**src/verilog/odcu_pkg.sv**
```systemverilog
package odcu_pkg;
  // Command codes
  localparam logic [7:0] CMD_READ_REV     = 8'h00;
  localparam logic [7:0] CMD_RESERVED     = 8'h01;
  localparam logic [7:0] CMD_READ_STATUS  = 8'h02;
  localparam logic [7:0] CMD_READ_RUNTIME = 8'h03;
  localparam logic [7:0] CMD_WRITE_CTRL   = 8'h04;
  localparam logic [7:0] CMD_READ_CTRL    = 8'h05;
  localparam logic [7:0] CMD_READ_DMEM    = 8'h0D;
  localparam logic [7:0] CMD_READ_CRC     = 8'h0E;
  localparam logic [7:0] CMD_STEP         = 8'h10;
  localparam logic [7:0] CMD_STUFF        = 8'h11;
  localparam logic [7:0] CMD_EXEC         = 8'h12;

  // Opcode treated as a breakpoint (erased-to-programmed flash byte)
  localparam logic [7:0] BREAKPOINT_OPCODE = 8'h00;

  // Control register fields and reset value
  localparam int         CTRL_DEBUG_BIT = 7;
  localparam int         CTRL_BRKEN_BIT = 6;
  localparam logic [7:0] CTRL_RESET     = 8'h00;

  // Status register fields
  localparam int STAT_DEBUG_BIT = 7;
  localparam int STAT_RPROT_BIT = 6;
  localparam int STAT_WPROT_BIT = 5;

  // Protection levels
  localparam logic [1:0] PROT_NONE  = 2'h0;
  localparam logic [1:0] PROT_READ  = 2'h1;
  localparam logic [1:0] PROT_WRITE = 2'h2;

  // Counter and filler values
  localparam logic [15:0] RUNTIME_MAX  = 16'hFFFF;
  localparam logic [15:0] CRC_INIT     = 16'hFFFF;
  localparam logic [15:0] CRC_POLY     = 16'h1021;
  localparam logic [15:0] CRC_BLOCKED  = 16'hFFFF;
  localparam logic [15:0] WORD_BLOCKED = 16'hFFFF;
  localparam logic [7:0]  DATA_BLOCKED = 8'hFF;

  // Debugger revision, value arbitrary
  localparam logic [15:0] DEBUG_REVISION = 16'h0001;

  // Default program memory size in bytes
  localparam int PMEM_BYTES_DEFAULT = 1024;

  typedef enum logic [3:0] {
    ST_CMD, ST_ARG, ST_RUN, ST_SEND, ST_DREAD, ST_DWAIT, ST_CRC, ST_ELEN, ST_EXEC
  } odcu_state_type;

  typedef enum logic [1:0] {H_IDLE, H_TX, H_RX} odcu_hstate_type;
endpackage

```
**src/verilog/odcu_link_if.sv**
```systemverilog
`timescale 1ns/1ps
// Byte stream of the single-wire debug link, one channel each way
interface odcu_link_if;
  logic [7:0] h2d_data;
  logic       h2d_valid;
  logic       h2d_ready;
  logic [7:0] d2h_data;
  logic       d2h_valid;
  logic       d2h_ready;

  modport device (input h2d_data, input h2d_valid, output h2d_ready,
                  output d2h_data, output d2h_valid, input d2h_ready);
  modport host   (output h2d_data, output h2d_valid, input h2d_ready,
                  input d2h_data, input d2h_valid, output d2h_ready);
endinterface

```
**src/verilog/odcu_device.sv**
```systemverilog
`timescale 1ns/1ps
// Overview of operation
// - Option bits select one of three protection levels
// - Opcode 00H is the breakpoint instruction
// - 16-bit runtime counter, counts outside debug, saturates
// - Outside debug only a command subset works
// - Decode revision, status, runtime, control read codes
// - Control write anytime; read protect keeps debug bit
// - Data read: code, address, size; zero means 65536
// - Data read outside debug returns FFH bytes
// - Command 0EH returns CRC-CCITT of program memory
// - CRC outside debug returns FFFFH immediately
// - CRC reply delayed about one cycle per byte
// - Step one instruction, only in debug and not read protected
// - Stuff host opcode, rest fetched from memory
// - Execute host instruction, length known from opcode
module odcu_device #(
  parameter int PMEM_BYTES = odcu_pkg::PMEM_BYTES_DEFAULT
) (
  odcu_link_if.device link,
  input  wire logic       clk,
  input  wire logic       rst_n,
  input  wire logic       flash_read_protect_option,
  input  wire logic       flash_write_protect_option,
  output logic [1:0]      protect_level,
  output logic            debug_mode_control_bit,
  output logic            dmem_rd,
  output logic [15:0]     dmem_addr,
  input  wire logic [7:0] dmem_rdata,
  output logic            pmem_rd,
  output logic [15:0]     pmem_addr,
  input  wire logic [7:0] pmem_rdata,
  input  wire logic       fetch_valid,
  input  wire logic [7:0] fetch_opcode,
  output logic            breakpoint_hit,
  output logic            cpu_step,
  output logic            cpu_stuff,
  output logic            cpu_exec_valid,
  output logic            cpu_exec_first,
  output logic [7:0]      cpu_byte,
  input  wire logic [2:0] cpu_instr_len
);
  import odcu_pkg::*;

  localparam logic [16:0] PMEM_END = 17'(PMEM_BYTES);

  odcu_state_type state_reg, state_next;
  logic [7:0]  cmd_reg, cmd_next;
  logic [31:0] arg_reg, arg_next;
  logic [2:0]  argcnt_reg, argcnt_next;
  logic [15:0] tx_reg, tx_next;
  logic [1:0]  txcnt_reg, txcnt_next;
  logic [7:0]  ctrl_reg, ctrl_next;
  logic [15:0] runtime_reg, runtime_next;
  logic [15:0] addr_reg, addr_next;
  logic [16:0] left_reg, left_next;
  logic [15:0] crc_reg, crc_next;
  logic [16:0] caddr_reg, caddr_next;
  logic        h2d_ready_reg, h2d_ready_next;
  logic [7:0]  d2h_data_reg, d2h_data_next;
  logic        d2h_valid_reg, d2h_valid_next;
  logic        dmem_rd_reg, dmem_rd_next, dmem_rd_d_reg;
  logic [15:0] dmem_addr_reg, dmem_addr_next;
  logic        pmem_rd_reg, pmem_rd_next, pmem_rd_d_reg;
  logic [15:0] pmem_addr_reg, pmem_addr_next;
  logic        bkpt_reg, bkpt_next;
  logic        step_reg, step_next;
  logic        stuff_reg, stuff_next;
  logic        exv_reg, exv_next;
  logic        exf_reg, exf_next;
  logic [7:0]  cbyte_reg, cbyte_next;
  logic [1:0]  prot_reg, prot_next;
  logic        rx, txdone, dmode, rprot, exec_ok;
  logic [7:0]  status, wval;

  // One CRC-CCITT byte step, MSB first
  function automatic logic [15:0] crc_byte(input logic [15:0] c, input logic [7:0] d);
    logic [15:0] x;
    x = c ^ {d, 8'h00};
    for (int i = 0; i < 8; i++) begin
      x = x[15] ? ((x << 1) ^ CRC_POLY) : (x << 1);
    end
    return x;
  endfunction

  // Next-state logic of the command handler
  always_comb begin
    state_next     = state_reg;
    cmd_next       = cmd_reg;
    arg_next       = arg_reg;
    argcnt_next    = argcnt_reg;
    tx_next        = tx_reg;
    txcnt_next     = txcnt_reg;
    ctrl_next      = ctrl_reg;
    runtime_next   = runtime_reg;
    addr_next      = addr_reg;
    left_next      = left_reg;
    crc_next       = crc_reg;
    caddr_next     = caddr_reg;
    d2h_data_next  = d2h_data_reg;
    d2h_valid_next = d2h_valid_reg;
    dmem_rd_next   = 1'b0;
    dmem_addr_next = dmem_addr_reg;
    pmem_rd_next   = 1'b0;
    pmem_addr_next = pmem_addr_reg;
    bkpt_next      = 1'b0;
    step_next      = 1'b0;
    stuff_next     = 1'b0;
    exv_next       = 1'b0;
    exf_next       = exf_reg;
    cbyte_next     = cbyte_reg;
    rx       = link.h2d_valid && h2d_ready_reg;
    txdone   = d2h_valid_reg && link.d2h_ready;
    dmode    = ctrl_reg[CTRL_DEBUG_BIT];
    rprot    = flash_read_protect_option;
    exec_ok  = dmode && !rprot;
    status   = 8'h00;
    status[STAT_DEBUG_BIT] = dmode;
    status[STAT_RPROT_BIT] = rprot;
    status[STAT_WPROT_BIT] = flash_write_protect_option;
    wval     = arg_reg[7:0];
    if (flash_write_protect_option) begin
      prot_next = PROT_WRITE;
    end else if (rprot) begin
      prot_next = PROT_READ;
    end else begin
      prot_next = PROT_NONE;
    end
    // Breakpoint opcode stops the core when enabled, else acts as no-op
    if (!dmode && fetch_valid && fetch_opcode == BREAKPOINT_OPCODE
        && ctrl_reg[CTRL_BRKEN_BIT]) begin
      ctrl_next[CTRL_DEBUG_BIT] = 1'b1;
      bkpt_next = 1'b1;
    end
    // Reply byte pump, back to back when the host is ready
    if (txdone) begin
      d2h_valid_next = 1'b0;
    end
    case (state_reg)
      ST_CMD: begin
        if (rx) begin
          cmd_next = link.h2d_data;
          case (link.h2d_data)
            CMD_WRITE_CTRL, CMD_STUFF, CMD_EXEC: argcnt_next = 3'd1;
            CMD_READ_DMEM: argcnt_next = 3'd4;
            default: argcnt_next = 3'd0;
          endcase
          state_next = (argcnt_next != 3'd0) ? ST_ARG : ST_RUN;
        end
      end
      ST_ARG: begin
        if (rx) begin
          arg_next    = {arg_reg[23:0], link.h2d_data};
          argcnt_next = argcnt_reg - 3'd1;
          if (argcnt_reg == 3'd1) begin
            state_next = ST_RUN;
          end
        end
      end
      ST_RUN: begin
        state_next = ST_CMD;
        case (cmd_reg)
          CMD_READ_REV: begin
            tx_next = DEBUG_REVISION;
            txcnt_next = 2'd2;
            state_next = ST_SEND;
          end
          CMD_READ_STATUS: begin
            tx_next = {status, 8'h00};
            txcnt_next = 2'd1;
            state_next = ST_SEND;
          end
          CMD_READ_RUNTIME: begin
            tx_next = dmode ? runtime_reg : WORD_BLOCKED;
            txcnt_next = 2'd2;
            state_next = ST_SEND;
          end
          CMD_WRITE_CTRL: begin
            if (rprot && dmode) begin
              wval[CTRL_DEBUG_BIT] = 1'b1;
            end
            // A breakpoint in the same cycle still stops the core
            if (bkpt_next) begin
              wval[CTRL_DEBUG_BIT] = 1'b1;
            end
            ctrl_next = wval;
          end
          CMD_READ_CTRL: begin
            tx_next = {ctrl_reg, 8'h00};
            txcnt_next = 2'd1;
            state_next = ST_SEND;
          end
          CMD_READ_DMEM: begin
            addr_next  = arg_reg[31:16];
            left_next  = {(arg_reg[15:0] == 16'h0000), arg_reg[15:0]};
            state_next = ST_DREAD;
          end
          CMD_READ_CRC: begin
            if (dmode) begin
              crc_next   = CRC_INIT;
              caddr_next = 17'd0;
              state_next = ST_CRC;
            end else begin
              tx_next = CRC_BLOCKED;
              txcnt_next = 2'd2;
              state_next = ST_SEND;
            end
          end
          CMD_STEP: step_next = exec_ok;
          CMD_STUFF: begin
            cbyte_next = arg_reg[7:0];
            stuff_next = exec_ok;
          end
          CMD_EXEC: begin
            cbyte_next = arg_reg[7:0];
            exv_next   = exec_ok;
            exf_next   = 1'b1;
            state_next = ST_ELEN;
          end
          default: state_next = ST_CMD;
        endcase
      end
      ST_ELEN: begin
        // Decoder length of the opcode now on cpu_byte
        exf_next = 1'b0;
        if (cpu_instr_len > 3'd1) begin
          argcnt_next = cpu_instr_len - 3'd1;
          state_next  = ST_EXEC;
        end else begin
          state_next = ST_CMD;
        end
      end
      ST_EXEC: begin
        if (rx) begin
          cbyte_next  = link.h2d_data;
          exv_next    = exec_ok;
          argcnt_next = argcnt_reg - 3'd1;
          if (argcnt_reg == 3'd1) begin
            state_next = ST_CMD;
          end
        end
      end
      ST_DREAD: begin
        addr_next = addr_reg + 16'd1;
        left_next = left_reg - 17'd1;
        if (dmode) begin
          dmem_rd_next   = 1'b1;
          dmem_addr_next = addr_reg;
          state_next     = ST_DWAIT;
        end else begin
          tx_next    = {DATA_BLOCKED, 8'h00};
          txcnt_next = 2'd1;
          state_next = ST_SEND;
        end
      end
      ST_DWAIT: begin
        if (dmem_rd_d_reg) begin
          tx_next    = {dmem_rdata, 8'h00};
          txcnt_next = 2'd1;
          state_next = ST_SEND;
        end
      end
      ST_CRC: begin
        // Pipelined walk: one byte per cycle, so the wait tracks memory size
        if (caddr_reg < PMEM_END) begin
          pmem_rd_next   = 1'b1;
          pmem_addr_next = caddr_reg[15:0];
          caddr_next     = caddr_reg + 17'd1;
        end
        if (pmem_rd_d_reg) begin
          crc_next = crc_byte(crc_reg, pmem_rdata);
        end
        if (caddr_reg == PMEM_END && !pmem_rd_reg && !pmem_rd_d_reg) begin
          tx_next    = crc_reg;
          txcnt_next = 2'd2;
          state_next = ST_SEND;
        end
      end
      ST_SEND: begin
        if ((!d2h_valid_reg || txdone) && txcnt_reg != 2'd0) begin
          d2h_data_next  = tx_reg[15:8];
          d2h_valid_next = 1'b1;
          tx_next        = {tx_reg[7:0], 8'h00};
          txcnt_next     = txcnt_reg - 2'd1;
        end
        if (txdone && txcnt_reg == 2'd0) begin
          state_next = (cmd_reg == CMD_READ_DMEM && left_reg != 17'd0) ? ST_DREAD : ST_CMD;
        end
      end
      default: state_next = ST_CMD;
    endcase
    // Runtime counter: run outside debug, restart on leaving it, hold at max
    if (dmode && !ctrl_next[CTRL_DEBUG_BIT]) begin
      runtime_next = 16'h0000;
    end else if (!dmode && runtime_reg != RUNTIME_MAX) begin
      runtime_next = runtime_reg + 16'd1;
    end
    h2d_ready_next = (state_next == ST_CMD) || (state_next == ST_ARG)
                     || (state_next == ST_EXEC);
  end

  // State registers
  always_ff @(posedge clk or negedge rst_n) begin
    if (!rst_n) begin
      state_reg     <= ST_CMD;
      cmd_reg       <= 8'h00;
      arg_reg       <= 32'h0000_0000;
      argcnt_reg    <= 3'd0;
      tx_reg        <= 16'h0000;
      txcnt_reg     <= 2'd0;
      ctrl_reg      <= CTRL_RESET;
      runtime_reg   <= 16'h0000;
      addr_reg      <= 16'h0000;
      left_reg      <= 17'd0;
      crc_reg       <= CRC_INIT;
      caddr_reg     <= 17'd0;
      h2d_ready_reg <= 1'b0;
      d2h_data_reg  <= 8'h00;
      d2h_valid_reg <= 1'b0;
      dmem_rd_reg   <= 1'b0;
      dmem_rd_d_reg <= 1'b0;
      dmem_addr_reg <= 16'h0000;
      pmem_rd_reg   <= 1'b0;
      pmem_rd_d_reg <= 1'b0;
      pmem_addr_reg <= 16'h0000;
      bkpt_reg      <= 1'b0;
      step_reg      <= 1'b0;
      stuff_reg     <= 1'b0;
      exv_reg       <= 1'b0;
      exf_reg       <= 1'b0;
      cbyte_reg     <= 8'h00;
      prot_reg      <= PROT_NONE;
    end else begin
      state_reg     <= state_next;
      cmd_reg       <= cmd_next;
      arg_reg       <= arg_next;
      argcnt_reg    <= argcnt_next;
      tx_reg        <= tx_next;
      txcnt_reg     <= txcnt_next;
      ctrl_reg      <= ctrl_next;
      runtime_reg   <= runtime_next;
      addr_reg      <= addr_next;
      left_reg      <= left_next;
      crc_reg       <= crc_next;
      caddr_reg     <= caddr_next;
      h2d_ready_reg <= h2d_ready_next;
      d2h_data_reg  <= d2h_data_next;
      d2h_valid_reg <= d2h_valid_next;
      dmem_rd_reg   <= dmem_rd_next;
      dmem_rd_d_reg <= dmem_rd_reg;
      dmem_addr_reg <= dmem_addr_next;
      pmem_rd_reg   <= pmem_rd_next;
      pmem_rd_d_reg <= pmem_rd_reg;
      pmem_addr_reg <= pmem_addr_next;
      bkpt_reg      <= bkpt_next;
      step_reg      <= step_next;
      stuff_reg     <= stuff_next;
      exv_reg       <= exv_next;
      exf_reg       <= exf_next;
      cbyte_reg     <= cbyte_next;
      prot_reg      <= prot_next;
    end
  end

  // Outputs straight from flip-flops
  assign link.h2d_ready         = h2d_ready_reg;
  assign link.d2h_data          = d2h_data_reg;
  assign link.d2h_valid         = d2h_valid_reg;
  assign protect_level          = prot_reg;
  assign debug_mode_control_bit = ctrl_reg[CTRL_DEBUG_BIT];
  assign dmem_rd                = dmem_rd_reg;
  assign dmem_addr              = dmem_addr_reg;
  assign pmem_rd                = pmem_rd_reg;
  assign pmem_addr              = pmem_addr_reg;
  assign breakpoint_hit         = bkpt_reg;
  assign cpu_step               = step_reg;
  assign cpu_stuff              = stuff_reg;
  assign cpu_exec_valid         = exv_reg;
  assign cpu_exec_first         = exf_reg;
  assign cpu_byte               = cbyte_reg;
endmodule // odcu_device

```
**src/flat_wrapper.sv**
```systemverilog
// flat-port wrapper written by rule: the top's interface ports become plain ports
module odcu_device_flat import odcu_pkg::*;
#(
  parameter int PMEM_BYTES = odcu_pkg::PMEM_BYTES_DEFAULT
)
  (clk, rst_n, flash_read_protect_option, flash_write_protect_option, protect_level, debug_mode_control_bit, dmem_rd, dmem_addr, dmem_rdata, pmem_rd, pmem_addr, pmem_rdata, fetch_valid, fetch_opcode, breakpoint_hit, cpu_step, cpu_stuff, cpu_exec_valid, cpu_exec_first, cpu_byte, cpu_instr_len, link_h2d_data, link_h2d_valid, link_h2d_ready, link_d2h_data, link_d2h_valid, link_d2h_ready);
  odcu_link_if link_i ();
  input  wire logic clk;
  input  wire logic rst_n;
  input  wire logic flash_read_protect_option;
  input  wire logic flash_write_protect_option;
  output logic [1:0] protect_level;
  output logic debug_mode_control_bit;
  output logic dmem_rd;
  output logic [15:0] dmem_addr;
  input  wire logic [7:0] dmem_rdata;
  output logic pmem_rd;
  output logic [15:0] pmem_addr;
  input  wire logic [7:0] pmem_rdata;
  input  wire logic fetch_valid;
  input  wire logic [7:0] fetch_opcode;
  output logic breakpoint_hit;
  output logic cpu_step;
  output logic cpu_stuff;
  output logic cpu_exec_valid;
  output logic cpu_exec_first;
  output logic [7:0] cpu_byte;
  input  wire logic [2:0] cpu_instr_len;
  input wire logic [$bits(link_i.h2d_data)-1:0] link_h2d_data;
  input wire logic [$bits(link_i.h2d_valid)-1:0] link_h2d_valid;
  output wire logic [$bits(link_i.h2d_ready)-1:0] link_h2d_ready;
  output wire logic [$bits(link_i.d2h_data)-1:0] link_d2h_data;
  output wire logic [$bits(link_i.d2h_valid)-1:0] link_d2h_valid;
  input wire logic [$bits(link_i.d2h_ready)-1:0] link_d2h_ready;
  assign link_i.h2d_data = link_h2d_data;
  assign link_i.h2d_valid = link_h2d_valid;
  assign link_h2d_ready = link_i.h2d_ready;
  assign link_d2h_data = link_i.d2h_data;
  assign link_d2h_valid = link_i.d2h_valid;
  assign link_i.d2h_ready = link_d2h_ready;
  odcu_device #(.PMEM_BYTES(PMEM_BYTES)) u_core (.link(link_i), .clk(clk), .rst_n(rst_n), .flash_read_protect_option(flash_read_protect_option), .flash_write_protect_option(flash_write_protect_option), .protect_level(protect_level), .debug_mode_control_bit(debug_mode_control_bit), .dmem_rd(dmem_rd), .dmem_addr(dmem_addr), .dmem_rdata(dmem_rdata), .pmem_rd(pmem_rd), .pmem_addr(pmem_addr), .pmem_rdata(pmem_rdata), .fetch_valid(fetch_valid), .fetch_opcode(fetch_opcode), .breakpoint_hit(breakpoint_hit), .cpu_step(cpu_step), .cpu_stuff(cpu_stuff), .cpu_exec_valid(cpu_exec_valid), .cpu_exec_first(cpu_exec_first), .cpu_byte(cpu_byte), .cpu_instr_len(cpu_instr_len));
endmodule
```
**config.mk**
```make
export PLATFORM = sky130hd
export DESIGN_NAME = odcu_device_flat
export DESIGN_NICKNAME = d
export VERILOG_FILES = /design/src/verilog/odcu_pkg.sv /design/src/verilog/odcu_link_if.sv /design/src/verilog/odcu_device.sv /design/src/flat_wrapper.sv
export SDC_FILE = /design/constraint.sdc
export NUM_CORES = 1
export LEC_CHECK = 0
export BUFFER_PORTS_ARGS = -buffer_cell sky130_fd_sc_hd__buf_2
export CAP_MARGIN = 0
export CELL_PAD_IN_SITES_DETAIL_PLACEMENT = 1
export CELL_PAD_IN_SITES_GLOBAL_PLACEMENT = 1
export CORE_MARGIN = 2
export CORE_UTILIZATION = 43
export CTS_CLUSTER_DIAMETER = 200
export DETAILED_ROUTE_END_ITERATION = 16
export MAX_ROUTING_LAYER = met4
export PLACE_DENSITY_LB_ADDON = 0.1
export SYNTH_ARGS = -nofsm -noshare
export SYNTH_HDL_FRONTEND = slang
export SYNTH_SLANG_ARGS = --single-unit
export TNS_END_PERCENT = 100
```
**constraint.sdc**
```tcl
create_clock -name clk -period 2.6 [get_ports clk]
set_input_delay 0.13 -clock clk [delete_from_list [all_inputs] [get_ports clk]]
set_output_delay 0.13 -clock clk [all_outputs]
set_load 0.05 [all_outputs]
```
# --- After elaboration in Yosys (flattened, before gate mapping) ---
# Index checks and enable logic that the tools add are counted.
# Widths: inputs -> output; s select.
word_totals:
  wordCells: 236
  register_bits: 216
op_classes:
  n_addsub: 7
  n_eq_ne: 44
  bitwise_logic: 9
  reduce_logical: 59
  n_lt_le_gt_ge: 2
  n_mux: 86
op_table:
  columns: ["cell", "n"]
  rows:
  - ["$mux 16", 12]
  - ["$pmux 16 s5", 2]
  - ["$mux 13", 8]
  - ["$mux 17", 4]
  - ["$pmux 17 s2", 2]
  - ["$pmux 16 s2", 2]
  - ["$eq 8x5->1 const B", 5]
  - ["$mux 4", 9]
  - ["$pmux 4 s9", 1]
  - ["$add 16x1->16 const B", 2]
  - ["$mux 8", 4]
  - ["$eq 8x3->1 const B", 3]
  - ["$eq 8x4->1 const B", 3]
  - ["$mux 3", 8]
  - ["$ne 2x1->1 const B", 12]
  - ["$not 3->3", 8]
  - ["$mux 1", 19]
  - ["$add 17x1->17 const B", 1]
  - ["$eq 17x11->1 const B", 1]
  - ["$lt 17x11->1 const B", 1]
  - ["$reduce_bool 17->1", 1]
  - ["$sub 17x1->17 const B", 1]
  - ["$eq 4x3->1 const B", 4]
  - ["$eq 8x2->1 const B", 2]
  - ["other kinds (38)", 92]

# --- Logic depth before layout (Yosys ltp) ---
# Gate-level depths: netlist of the first run.
depth:
  ltp_word: 19
  mapped_depth: 10
  depth_no_buf: 8

# --- Worst setup path after synthesis of the first run ---
# Ideal clock, no wire load.
synth_path:
  path_type: "reg-to-reg"
  from: "register u_core.cmd_reg[4]"
  to: "register u_core.tx_reg[10]"
  slack_ns: 0.113
  arrival_time_ns: 2.362
  required_ns: 2.475
  setup_ns: 0.125
  period_less_slack_ns: 2.487
  path_stages_with_launch: 10
  cell_sequence: "dfrtp_1 or4_4 buf_6 nor3_1 nand3_1 o21ai_0 a211o_1 buf_4 buf_6 mux2_2"
synth_between:
  elab_chain_cells: 3
synth_rtl:
  columns: ["item", "line", "text"]
  rows:
  - ["from (decl)", "odcu_device.sv:48", "logic [7:0] cmd_reg, cmd_next;"]
  - ["from (signal assigned)", "odcu_device.sv:335", "cmd_reg <= cmd_next;"]
  - ["$eq 8x4->1 (tied with other cells)", "odcu_device.sv:162", "case (cmd_reg)"]
  - ["$pmux 16 s5 (tied with other cells)", "odcu_device.sv:162", null]
  - ["$pmux 16 s5 / $reduce_and 7->1 (equally long branches)", null, null]
  - ["to (signal assigned)", "odcu_device.sv:338", "tx_reg <= tx_next;"]
  - ["to (decl)", "odcu_device.sv:51", "logic [15:0] tx_reg, tx_next;"]
# Several ways; a longest one is shown, not always the timed one.
# A chain may end at the register's enable or synchronous reset.

# --- Worst setup path after layout of the first run ---
layout_path:
  from: "register u_core.cmd_reg[5]"
  to: "register u_core.crc_reg[13]"
layout_between:
  elab_chain_cells: 3
layout_rtl:
  columns: ["item", "line", "text"]
  rows:
  - ["$eq 8x4->1", "odcu_device.sv:162", null]
  - ["$ne 2x1->1 (no line)", null, null]
  - ["$reduce_and 4->1 (no line)", null, null]
  - ["to (signal assigned)", "odcu_device.sv:344", "crc_reg <= crc_next;"]
  - ["to (decl)", "odcu_device.sv:57", "logic [15:0] crc_reg, crc_next;"]
# No other way between the ends.

==> results of run 1 <==
metrics by stage:
stage          cell area (sq um)  hold slack, ns  util, %
6_report                   12790         0.02559    52.59
5_1_grt                    12790         0.03366    52.59
4_1_cts                    12780         0.01258    52.55
3_5_place_dp               11840          0.1602    48.69
3_3_place_gp               11840          0.1654    48.69
2_1_floorplan              10660         -0.1656        -
final timing paths:
kind	start	endpoint	slack, ns
setup / recovery	u_core.cmd_reg[5]	u_core.crc_reg[13]	0.10
hold / removal	pmem_rdata[5]	u_core.crc_reg[10]	0.03
setup reg to reg	u_core.cmd_reg[5]	u_core.crc_reg[13]	0.10
hold reg to reg	u_core.dmem_rd	u_core.dmem_rd_d_reg	0.40
max in group asynchronous	rst_n	u_core.left_reg[11]	1.57
min in group asynchronous	rst_n	u_core.addr_reg[13]	0.17
routing by layer:
layer	track usage [%]	part of all wire (%)	wire length, um	up-vias
met5	-	0	0	-
met4	5.560	1.9	586	0
met3	3.005	4.2	1270	48
met2	36.52	45	13610	180
met1	35.31	49	14650	4271
li1	-	-	-	3988
power groups by stage:
stage / Clock [mW] / Sequential, mW / Combinational, mW
after floorplan: 0 / 5.23 / 2.53
after global placement: 0 / 5.16 / 3.87
after detailed placement: 0 / 5.20 / 3.96
after CTS: 3.53 / 5.15 / 4.02
after global routing: 3.66 / 5.30 / 4.40
final: 3.42 / 5.16 / 4.01
cell type report:
class,count,area (sq um)
inverters,29,108.9
fillers,2690,11530
flip-flops and latches,216,5425
multi-input cells,720,4923
clock buffers,36,696.9
well taps,324,405.4
clock inverters,8,92.59
repair buffers,177,1136
worst register-to-register path: stages, from the launching register on:
cell                      delay (ns)
sky130_fd_sc_hd__dfrtp_1        0.40
sky130_fd_sc_hd__or4_4          0.63
sky130_fd_sc_hd__or3_1          0.46
sky130_fd_sc_hd__nor3_4         0.27
sky130_fd_sc_hd__or2_1          0.15
sky130_fd_sc_hd__buf_4          0.23
sky130_fd_sc_hd__nor2_1         0.08
sky130_fd_sc_hd__a31oi_1        0.19
cells by family after synthesis:
logic type / share of synthesized area [%]
AO/OA/AOI/OAI: 11.94
multiplexers: 11.55
adder cells (fa/ha/maj): 1.292
AND/OR/NAND/NOR: 17.26
buffers and inverters: 3.253
XOR/XNOR: 3.781
flip-flops: 50.92
what timing repair did:
action                                  CTS  global route
setup buffers                             0             0
hold endpoints to repair                 93             0
endpoints found under the setup margin    0            15
hold buffers                             15             0
resized for setup                         0             2
cell usage in the layout, fill, tap and decap left out, drive strengths merged, types with 7 or more instances in the layout:
| cell | n |
|---|---|
| mux2 | 96 |
| inv | 29 |
| a21oi | 50 |
| o21ai | 50 |
| buf | 162 |
| o22ai | 10 |
| ha | 11 |
| a211oi | 11 |
| dlygate4sd3 | 15 |
| a221o | 7 |
| nand2b | 12 |
| and3 | 9 |
| dfstp | 16 |
| xnor2 | 21 |
| and2 | 10 |
| nand4 | 15 |
| nor2 | 90 |
| nor2b | 17 |
| mux2i | 15 |
| nand3b | 8 |
| a31oi | 10 |
| nor3 | 29 |
| nor4 | 20 |
| dfrtp | 200 |
| clkbuf | 36 |
| and4 | 7 |
| nand2 | 83 |
| xor2 | 25 |
| or4 | 7 |
| nand3 | 29 |
==> reports/summary.json, run 1 <==
{
  "status": "finished, final reports clean",
  "starting_utilization_of_the_core_area_pct": 43.81,
  "top_ports": 102,
  "drv_slew": 0,
  "worstPathRequired_ns": 3.04,
  "crit_path_max_fanout": 18,
  "cts_made_buffers": 25,
  "postRouteWirelength_mm": 30.11,
  "crit_path_top_delay_cell": "sky130_fd_sc_hd__or4_4",
  "clock-root-buffer": "sky130_fd_sc_hd__clkbuf_16",
  "switching_fraction_pct": 36.95,
  "sequential_area_share_after_synthesis_pct": 50.92,
  "intPower_mw": 7.938,
  "max_freq_mhz": 400.2,
  "critPathTopFamily": "simple AND/OR/NAND/NOR gates",
  "clock_network_fraction_of_design_power_pct": 27.2,
  "path_depth": 7,
  "grt_start_max_net_pins": 80,
  "worst_ir_drop_vdd_mv": 0.4360,
  "cell_variety_after_synth": 70,
  "port_buffers": 101,
  "detailedPlace.worstSlack_ns": 0.1675,
  "power.combinational.fraction_pct": 31.8,
  "timing.max_cap.violations": 0,
  "totalNegativeSetupSlack_ns": 0,
  "timing.final.hold_violations": 0,
  "placedCellCount": 1451,
  "viasPerCell": 5.621,
  "synthesized_instance_count": 1017,
  "syn2layout_area_growth_pct": 20.02,
  "grt_first_pass_wirelength_mm": 49.16,
  "cts_tree": "built",
  "gpl.final_weighted_congestion": 0.8282,
  "clock-skew-final_ns": 0.01503,
  "setup.worst_path.class": "register to register",
  "detail_route.drc_violations": 0,
  "grt_pass1_vias": 8896,
  "largest_register_ffs": 32,
  "dp_hpwl_mm": 21.46,
  "post_route_cells_drive_above_1_share_pct": 27.74,
  "antenna_found_initial": 0,
  "yosys_most_used_dff": "sky130_fd_sc_hd__dfrtp_1",
  "clkSinkCount": 216,
  "critical_path.n_buffers_inverters": 1,
  "whs_path_depth": 4,
  "fp.dieArea_sq_um": 26050,
  "power_switching_mw": 4.652,
  "detail_route.iter0.violations": 472,
  "total_power_mw": 12.59,
  "floorplan.die.width_um": 161.4,
  "antenna_cells": 0,
  "final_cells": 1510,
  "timing.final.setup_violations": 0,
  "final_period_minus_worst_setup_slack_ns": 2.499,
  "grt_setup_unrepaired": "false",
  "cp_data_arrival_time_ns": 2.93,
  "cts.htree.levels": 1,
  "syn_avg_cell_area_sq_um": 10.48,
  "post-route-worst-setup-slack_ns": 0.1013,
  "power_density_relative_to_cell_area_nw_per_um2": 984.5,
  "setup.worst_path.start_class": "register",
  "clockBufferDepth": 3,
  "worst-slew-pin-transition_ns": 0.6997,
  "timing.max_slew.rel_slack_pct": 53.07,
  "async_reset_ff_share_pct": 100.0,
  "yosys.cell_count.top_type": "sky130_fd_sc_hd__dfrtp_1",
  "route.detailed.wl_per_inst_um": 19.94,
  "yosys_warnings": 0,
  "num_vias": 8487,
  "globalRouteOverflowTotal": 0,
  "synth_enable_flop_cells": 0,
  "postSynthRegisterBits": 216,
  "syn-cell-area_sq_um": 10660,
  "clock_insertion_delay_worst_skew_ns": 0.53,
  "path_cells": "or4_4 > or3_1 > nor3_4 > or2_1 > buf_4 > nor2_1 > a31oi_1",
  "placementRows": 57,
  "ant_nets": 0,
  "number_of_nets_in_the_layout": 1222,
  "synth_largest_type_area_fraction_pct": 46.97,
  "worst_hold_path_type": "primary input to register",
  "clk_transition_reported_paths_ns": 0.06,
  "total_leakage_power_nw": 5.908,
  "synth_area_leader_cell": "sky130_fd_sc_hd__dfrtp_1",
  "power.sequential.fraction_pct": 41.0,
  "element_type_at_the_critical_path_end": "register",
  "synth_area_leaders": "sky130_fd_sc_hd__dfrtp_1, sky130_fd_sc_hd__mux2_2, sky130_fd_sc_hd__dfstp_2",
  "crit_path_max_incr_delay_ns": 0.63,
  "core_area_sq_um": 24320,
  "reg2reg_depth": 7,
  "netlist_top_cells_count": "sky130_fd_sc_hd__dfrtp_1, sky130_fd_sc_hd__mux2_2, sky130_fd_sc_hd__nor2_1",
  "period_share_pct": 96.10,
  "global_route.usage.total_pct": 24.28,
  "firstDrtPassIters": 5,
  "synth_fp_nets": 1070,
  "fp.dieH_um": 161.4
}
(Power assumes the default switching activity.)
==> run 2: changes to the inputs <==
REMOVE_ABC_BUFFERS = 1   (was unset)
==> run 2 against run 1 <==
Effect of this change: via count shrank 0.72%; clock skew down 0.0011 ns; first-iteration DRC count decreased by 18%; critical endpoint is now u_core.tx_reg[9].
==> reports/summary.json, run 2 (synthesis gave the netlist of run 1 again) <==
{
  "timing.max_cap.violations": 0,
  "clock-root-buffer": "sky130_fd_sc_hd__clkbuf_16",
  "setup.worst_path.start_class": "register",
  "clockBufferDepth": 3,
  "worst-slew-pin-transition_ns": 0.7922,
  "starting_utilization_of_the_core_area_pct": 43.81,
  "route.detailed.wl_per_inst_um": 19.59,
  "dp_area_sq_um": 11800,
  "fp.dieH_um": 161.4,
  "grt_pass1_vias": 8683,
  "floorplan.die.width_um": 161.4,
  "clock-skew-final_ns": 0.01392,
  "num_vias": 8426,
  "worst_hold_path_type": "primary input to register",
  "timing.hold.ws_ns": 0.03435,
  "cts_made_buffers": 25,
  "syn2layout_area_growth_pct": 19.68,
  "port_buffers": 101,
  "max_freq_mhz": 409.5,
  "crit_path_top_delay_cell": "sky130_fd_sc_hd__or4_4",
  "element_type_at_the_critical_path_end": "register",
  "power_density_relative_to_cell_area_nw_per_um2": 980.7,
  "timing.final.hold_violations": 0,
  "top_ports": 102,
  "timing.final.setup_violations": 0,
  "layout.cell_area.non_filler_sq_um": 12750,
  "antenna_cells": 0,
  "number_of_nets_in_the_layout": 1213,
  "firstDrtPassIters": 5,
  "largest_register_ffs": 32,
  "nFillCells": 2694,
  "gpl.final_weighted_congestion": 0.8475,
  "core_area_sq_um": 24320,
  "drv_slew": 0,
  "path_cells": "or4_4 > nor3_1 > nand3_1 > o21ai_0 > a211o_1 > buf_4 > mux2_2",
  "placementRows": 57,
  "viasPerCell": 5.610,
  "worstPathRequired_ns": 2.99,
  "detail_route.iter0.violations": 388,
  "grt_first_pass_wirelength_mm": 47.73,
  "fp.dieArea_sq_um": 26050,
  "antenna_found_initial": 0,
  "layout.cells.most_common_list": "sky130_fd_sc_hd__dfrtp_1, sky130_fd_sc_hd__buf_2, sky130_fd_sc_hd__mux2_2",
  "postRouteWirelength_mm": 29.43,
  "cts_tree": "built",
  "clock_insertion_delay_worst_skew_ns": 0.52,
  "detail_route.drc_violations": 0,
  "crit_path_max_incr_delay_ns": 0.62,
  "crit_path_max_fanout": 18,
  "totalNegativeSetupSlack_ns": 0,
  "global_route.usage.total_pct": 23.44,
  "clk_transition_reported_paths_ns": 0.06,
  "cts.htree.levels": 1,
  "dp_hpwl_mm": 21.15,
  "clkSinkCount": 216,
  "worst_ir_drop_vdd_mv": 0.5406,
  "grt_start_max_net_pins": 71,
  "period_share_pct": 93.92,
  "cp_data_arrival_time_ns": 2.84,
  "grt_setup_unrepaired": "false",
  "setup.worst_path.class": "register to register",
  "timing.max_slew.rel_slack_pct": 46.99,
  "status": "finished, final reports clean",
  "most_common_library_cell_in_the_layout_ignoring_fill_and_taps": "sky130_fd_sc_hd__dfrtp_1",
  "total_leakage_power_nw": 5.871,
  "ant_nets": 0,
  "globalRouteOverflowTotal": 0,
  "post_route_cells_drive_above_1_share_pct": 27.25,
  "final_period_minus_worst_setup_slack_ns": 2.442
}
[run 2: changes by cell type in the layout (fill, tap and decap cells not counted), sizes merged]
cell    before  now
clkinv       6    4
buf        162  153
clkbuf      36   40
bufinv       2    1
[run 2: routing by layer]
layer | wire length, um | up-vias | GRT usage [%]
met2 | 13120 | 154 | 35.20
met1 | 14770 | 4281 | 34.62
li1 | - | 3960 | -
met5 | 0 | - | -
met3 | 1112 | 31 | 2.491
met4 | 420 | 0 | 4.830
[run 2: metrics by stage]
stage          power, mW  worst slack (ns)  utilization, %  std cells
3_5_place_dp       9.120            0.1698           48.52       1442
6_report           12.51            0.1582           52.44       1502
4_1_cts            12.60            0.1477           52.41       1502
2_1_floorplan      7.637            -1.869               -        965
3_3_place_gp       8.989            0.1829           48.52       1442
5_1_grt            13.25           0.02812           52.44       1502
[run 2: worst max-delay path: cells and delay by family (launching register included)]
family | cells | cell delay [ns]
AO/OA/AOI/OAI | 2 | 0.24
buffers and inverters | 1 | 0.27
flip-flops | 1 | 0.40
multiplexers | 1 | 0.37
AND/OR/NAND/NOR | 3 | 1.04
[run 2: layout make-up]
type                            instances  area [sq um]  area share (%)
Clock inverter                          5         53.80          0.4219
Inverter                               29         108.9          0.8536
Sequential cell                       216          5425           42.54
Tap cell                              324         405.4           3.179
Clock buffer                           40         742.0           5.818
Timing Repair Buffer                  168          1094           8.575
Multi-Input combinational cell        720          4923           38.61
[run 2: path summary, 6_finish.rpt]
check                                   from                   end  slack, ns  cells past startpoint
max                        u_core.cmd_reg[5]      u_core.tx_reg[9]       0.16                      7
min                            pmem_rdata[6]    u_core.crc_reg[11]       0.03                      4
max reg2reg                u_core.cmd_reg[5]      u_core.tx_reg[9]       0.16                      7
min reg2reg                   u_core.dmem_rd  u_core.dmem_rd_d_reg       0.42                      0
max in group asynchronous              rst_n    u_core.ctrl_reg[7]       1.67                      3
min in group asynchronous              rst_n  u_core.dmem_addr[13]       0.17                      2
[run 2: what timing repair did]
| item | CTS | global route |
|---|---|---|
| buffers inserted | 0 | 0 |
| hold endpoints to repair | 88 | 0 |
| setup endpoints to repair | 0 | 2 |
| gates resized for setup | 0 | 2 |
| hold buffers | 15 | 0 |
[run 2: power by group]
group	leakage (nW)	switching, mW	total, mW	internal [mW]
registers	2.78	0.957	5.15	4.19
logic	2.70	2.27	3.95	1.68
clock network	0.392	1.37	3.41	2.04
==> run 3: changes to the inputs <==
CORE_UTILIZATION = 51   (was 43)
clock period = 3 ns   (was 2.6 ns; I/O delays follow)
==> run 3 against run 2 <==
Effect of this change: design area down 1.7%; combinational power shrank 16%; sequential share of layout area rose by 0.75 points; maximum frequency down 8.0%; highest routed layer unchanged.
==> reports/summary.json, run 3 (synthesis gave the netlist of run 1 again) <==
{
  "critical_path.n_buffers_inverters": 1,
  "power_switching_mw": 3.989,
  "max_freq_mhz": 376.7,
  "holdPathEnd": "u_core.crc_reg[4]",
  "ant_nets": 0,
  "power.sequential.fraction_pct": 41.9,
  "element_type_at_the_critical_path_end": "register",
  "power.combinational.fraction_pct": 30.5,
  "drv_slew": 0,
  "worst_ir_drop_vdd_mv": 0.4916,
  "cts.htree.levels": 1,
  "timing.hold.ws_ns": 0.06876,
  "cts_made_buffers": 24,
  "grt_pass1_vias": 8962,
  "global_route.usage.total_pct": 28.33,
  "status": "finished, final reports clean",
  "placedCellCount": 1368,
  "layout.cells.most_common_list": "sky130_fd_sc_hd__dfrtp_1, sky130_fd_sc_hd__buf_2, sky130_fd_sc_hd__mux2_2",
  "viasPerCell": 5.993,
  "setup.worst_path.class": "register to register",
  "whs_path_depth": 4,
  "timing.max_slew.rel_slack_pct": 40.04,
  "clock-skew-final_ns": 0.01643,
  "post_route_cells_drive_above_1_share_pct": 25.87,
  "timing.reg2reg.setup_slack_ns": 0.35,
  "intPower_mw": 6.820,
  "num_vias": 8546,
  "setup.worst_path.start_class": "register",
  "fp.dieH_um": 148.5,
  "crit_path_max_fanout": 21,
  "grt_start_max_net_pins": 88,
  "total_leakage_power_nw": 5.783,
  "reg2reg_depth": 6,
  "port_buffers": 101,
  "grt_first_pass_wirelength_mm": 48.67,
  "detail_route.iter0.violations": 426,
  "timing.final.hold_violations": 0,
  "crit-reg2reg-capture": "u_core.addr_reg[11]",
  "dp_hpwl_mm": 19.97,
  "clockBufferDepth": 3,
  "cp_data_arrival_time_ns": 3.08,
  "postRouteWirelength_mm": 29.66,
  "antenna_found_initial": 0,
  "top_ports": 102,
  "grt_setup_unrepaired": "false",
  "worst_hold_startpoint": "pmem_rdata[4]",
  "layout.cell_area.non_filler_sq_um": 12530,
  "clkSinkCount": 216,
  "path_cells": "or4b_1 > or4_1 > buf_4 > o21ai_0 > nor2_1 > a211oi_1",
  "syn2layout_area_growth_pct": 17.61,
  "worst-slew-pin-transition_ns": 0.8961,
  "clock_insertion_delay_worst_skew_ns": 0.52,
  "crit_path_max_incr_delay_ns": 0.73,
  "floorplan.die.width_um": 148.5,
  "switching_fraction_pct": 36.90,
  "most_common_library_cell_in_the_layout_ignoring_fill_and_taps": "sky130_fd_sc_hd__dfrtp_1",
  "nFillCells": 2214,
  "post_cts_sizing": 0,
  "fp.dieArea_sq_um": 22060,
  "clock_network_fraction_of_design_power_pct": 27.6,
  "worstPathRequired_ns": 3.43,
  "final_cells": 1426,
  "clk_transition_reported_paths_ns": 0.06,
  "crit_path_top_delay_cell": "sky130_fd_sc_hd__or4b_1",
  "route.detailed.wl_per_inst_um": 20.80,
  "number_of_nets_in_the_layout": 1194,
  "detail_route.drc_violations": 0,
  "power_density_relative_to_cell_area_nw_per_um2": 862.4,
  "totalNegativeSetupSlack_ns": 0,
  "dp_area_sq_um": 11570,
  "antenna_cells": 0,
  "firstDrtPassIters": 5,
  "detailedPlace.worstSlack_ns": 0.4116,
  "timing.max_cap.violations": 0,
  "critPathTopFamily": "simple AND/OR/NAND/NOR gates",
  "final_period_minus_worst_setup_slack_ns": 2.654,
  "globalRouteOverflowTotal": 0,
  "timing.final.setup_violations": 0,
  "clock-root-buffer": "sky130_fd_sc_hd__clkbuf_16",
  "post-route-worst-setup-slack_ns": 0.3455,
  "cts_tree": "built",
  "core_area_sq_um": 20360,
  "gpl.final_weighted_congestion": 0.8265,
  "worst_hold_path_type": "primary input to register",
  "r2r_start": "u_core.state_reg[3]",
  "period_share_pct": 88.48,
  "largest_register_ffs": 32,
  "starting_utilization_of_the_core_area_pct": 52.32,
  "placementRows": 52
}
## run 3: layout make-up
class                   count  area [sq um]  area share, %
clock buffers              34         709.4          5.661
well taps                 270         337.8          2.696
clock inverters             7         83.83         0.6689
inverters                  29         108.9         0.8686
flip-flops and latches    216          5425          43.29
multi-input cells         720          4916          39.23
repair buffers            150         950.9          7.588
## run 3: timing repair
item | 4_1_cts | 5_1_grt
hold buffers | 17 | 0
setup buffers | 0 | 0
endpoints found under the hold margin | 104 | 0
## run 3: worst max path at each step
| stage | from | end | slack, ns | depth (start not counted) |
|---|---|---|---|---|
| finish | u_core.state_reg[3] | u_core.addr_reg[11] | 0.35 | 6 |
| global route | u_core.state_reg[3] | u_core.addr_reg[11] | 0.21 | 6 |
| CTS | u_core.state_reg[3] | u_core.addr_reg[11] | 0.37 | 6 |
| detailed placement | u_core.state_reg[3] | u_core.addr_reg[11] | 0.41 | 6 |
| global placement | u_core.state_reg[3] | u_core.left_reg[3] | 0.48 | 5 |
| floorplan | u_core.state_reg[0] | u_core.addr_reg[6] | -1.47 | 5 |
## run 3: worst min-delay path: cells and delay by family
family,cells,cell delay (ns)
AOI/OAI and AO/OA,1,0.07
xor gates and xnor gates,1,0.12
buffers and inverters,1,0.09
and+or+nand+nor,1,0.15
## run 3: per-layer routing
| metal | part of all wire (%) | track usage, % |
|---|---|---|
| met1 | 47 | 40.27 |
| met2 | 47 | 44.56 |
| met3 | 4.7 | 3.252 |
| met4 | 1.8 | 5.762 |
| met5 | 0 | - |
## run 3: power by group through the flow
stage	Sequential, mW	Combinational (mW)	Clock [mW]
finish	4.52	3.30	2.98
global route	4.64	3.63	3.16
CTS	4.51	3.31	3.05
detailed placement	4.53	3.24	0
global placement	4.49	3.14	0
floorplan	4.66	1.96	0
## run 3: through the flow
| stage | power, mW | utilization [%] |
|---|---|---|
| final | 10.81 | 61.54 |
| after global routing | 11.42 | 61.54 |
| after CTS | 10.86 | 61.54 |
| after detailed placement | 7.770 | 56.81 |
| after global placement | 7.632 | 56.81 |
| after floorplan | 6.618 | - |
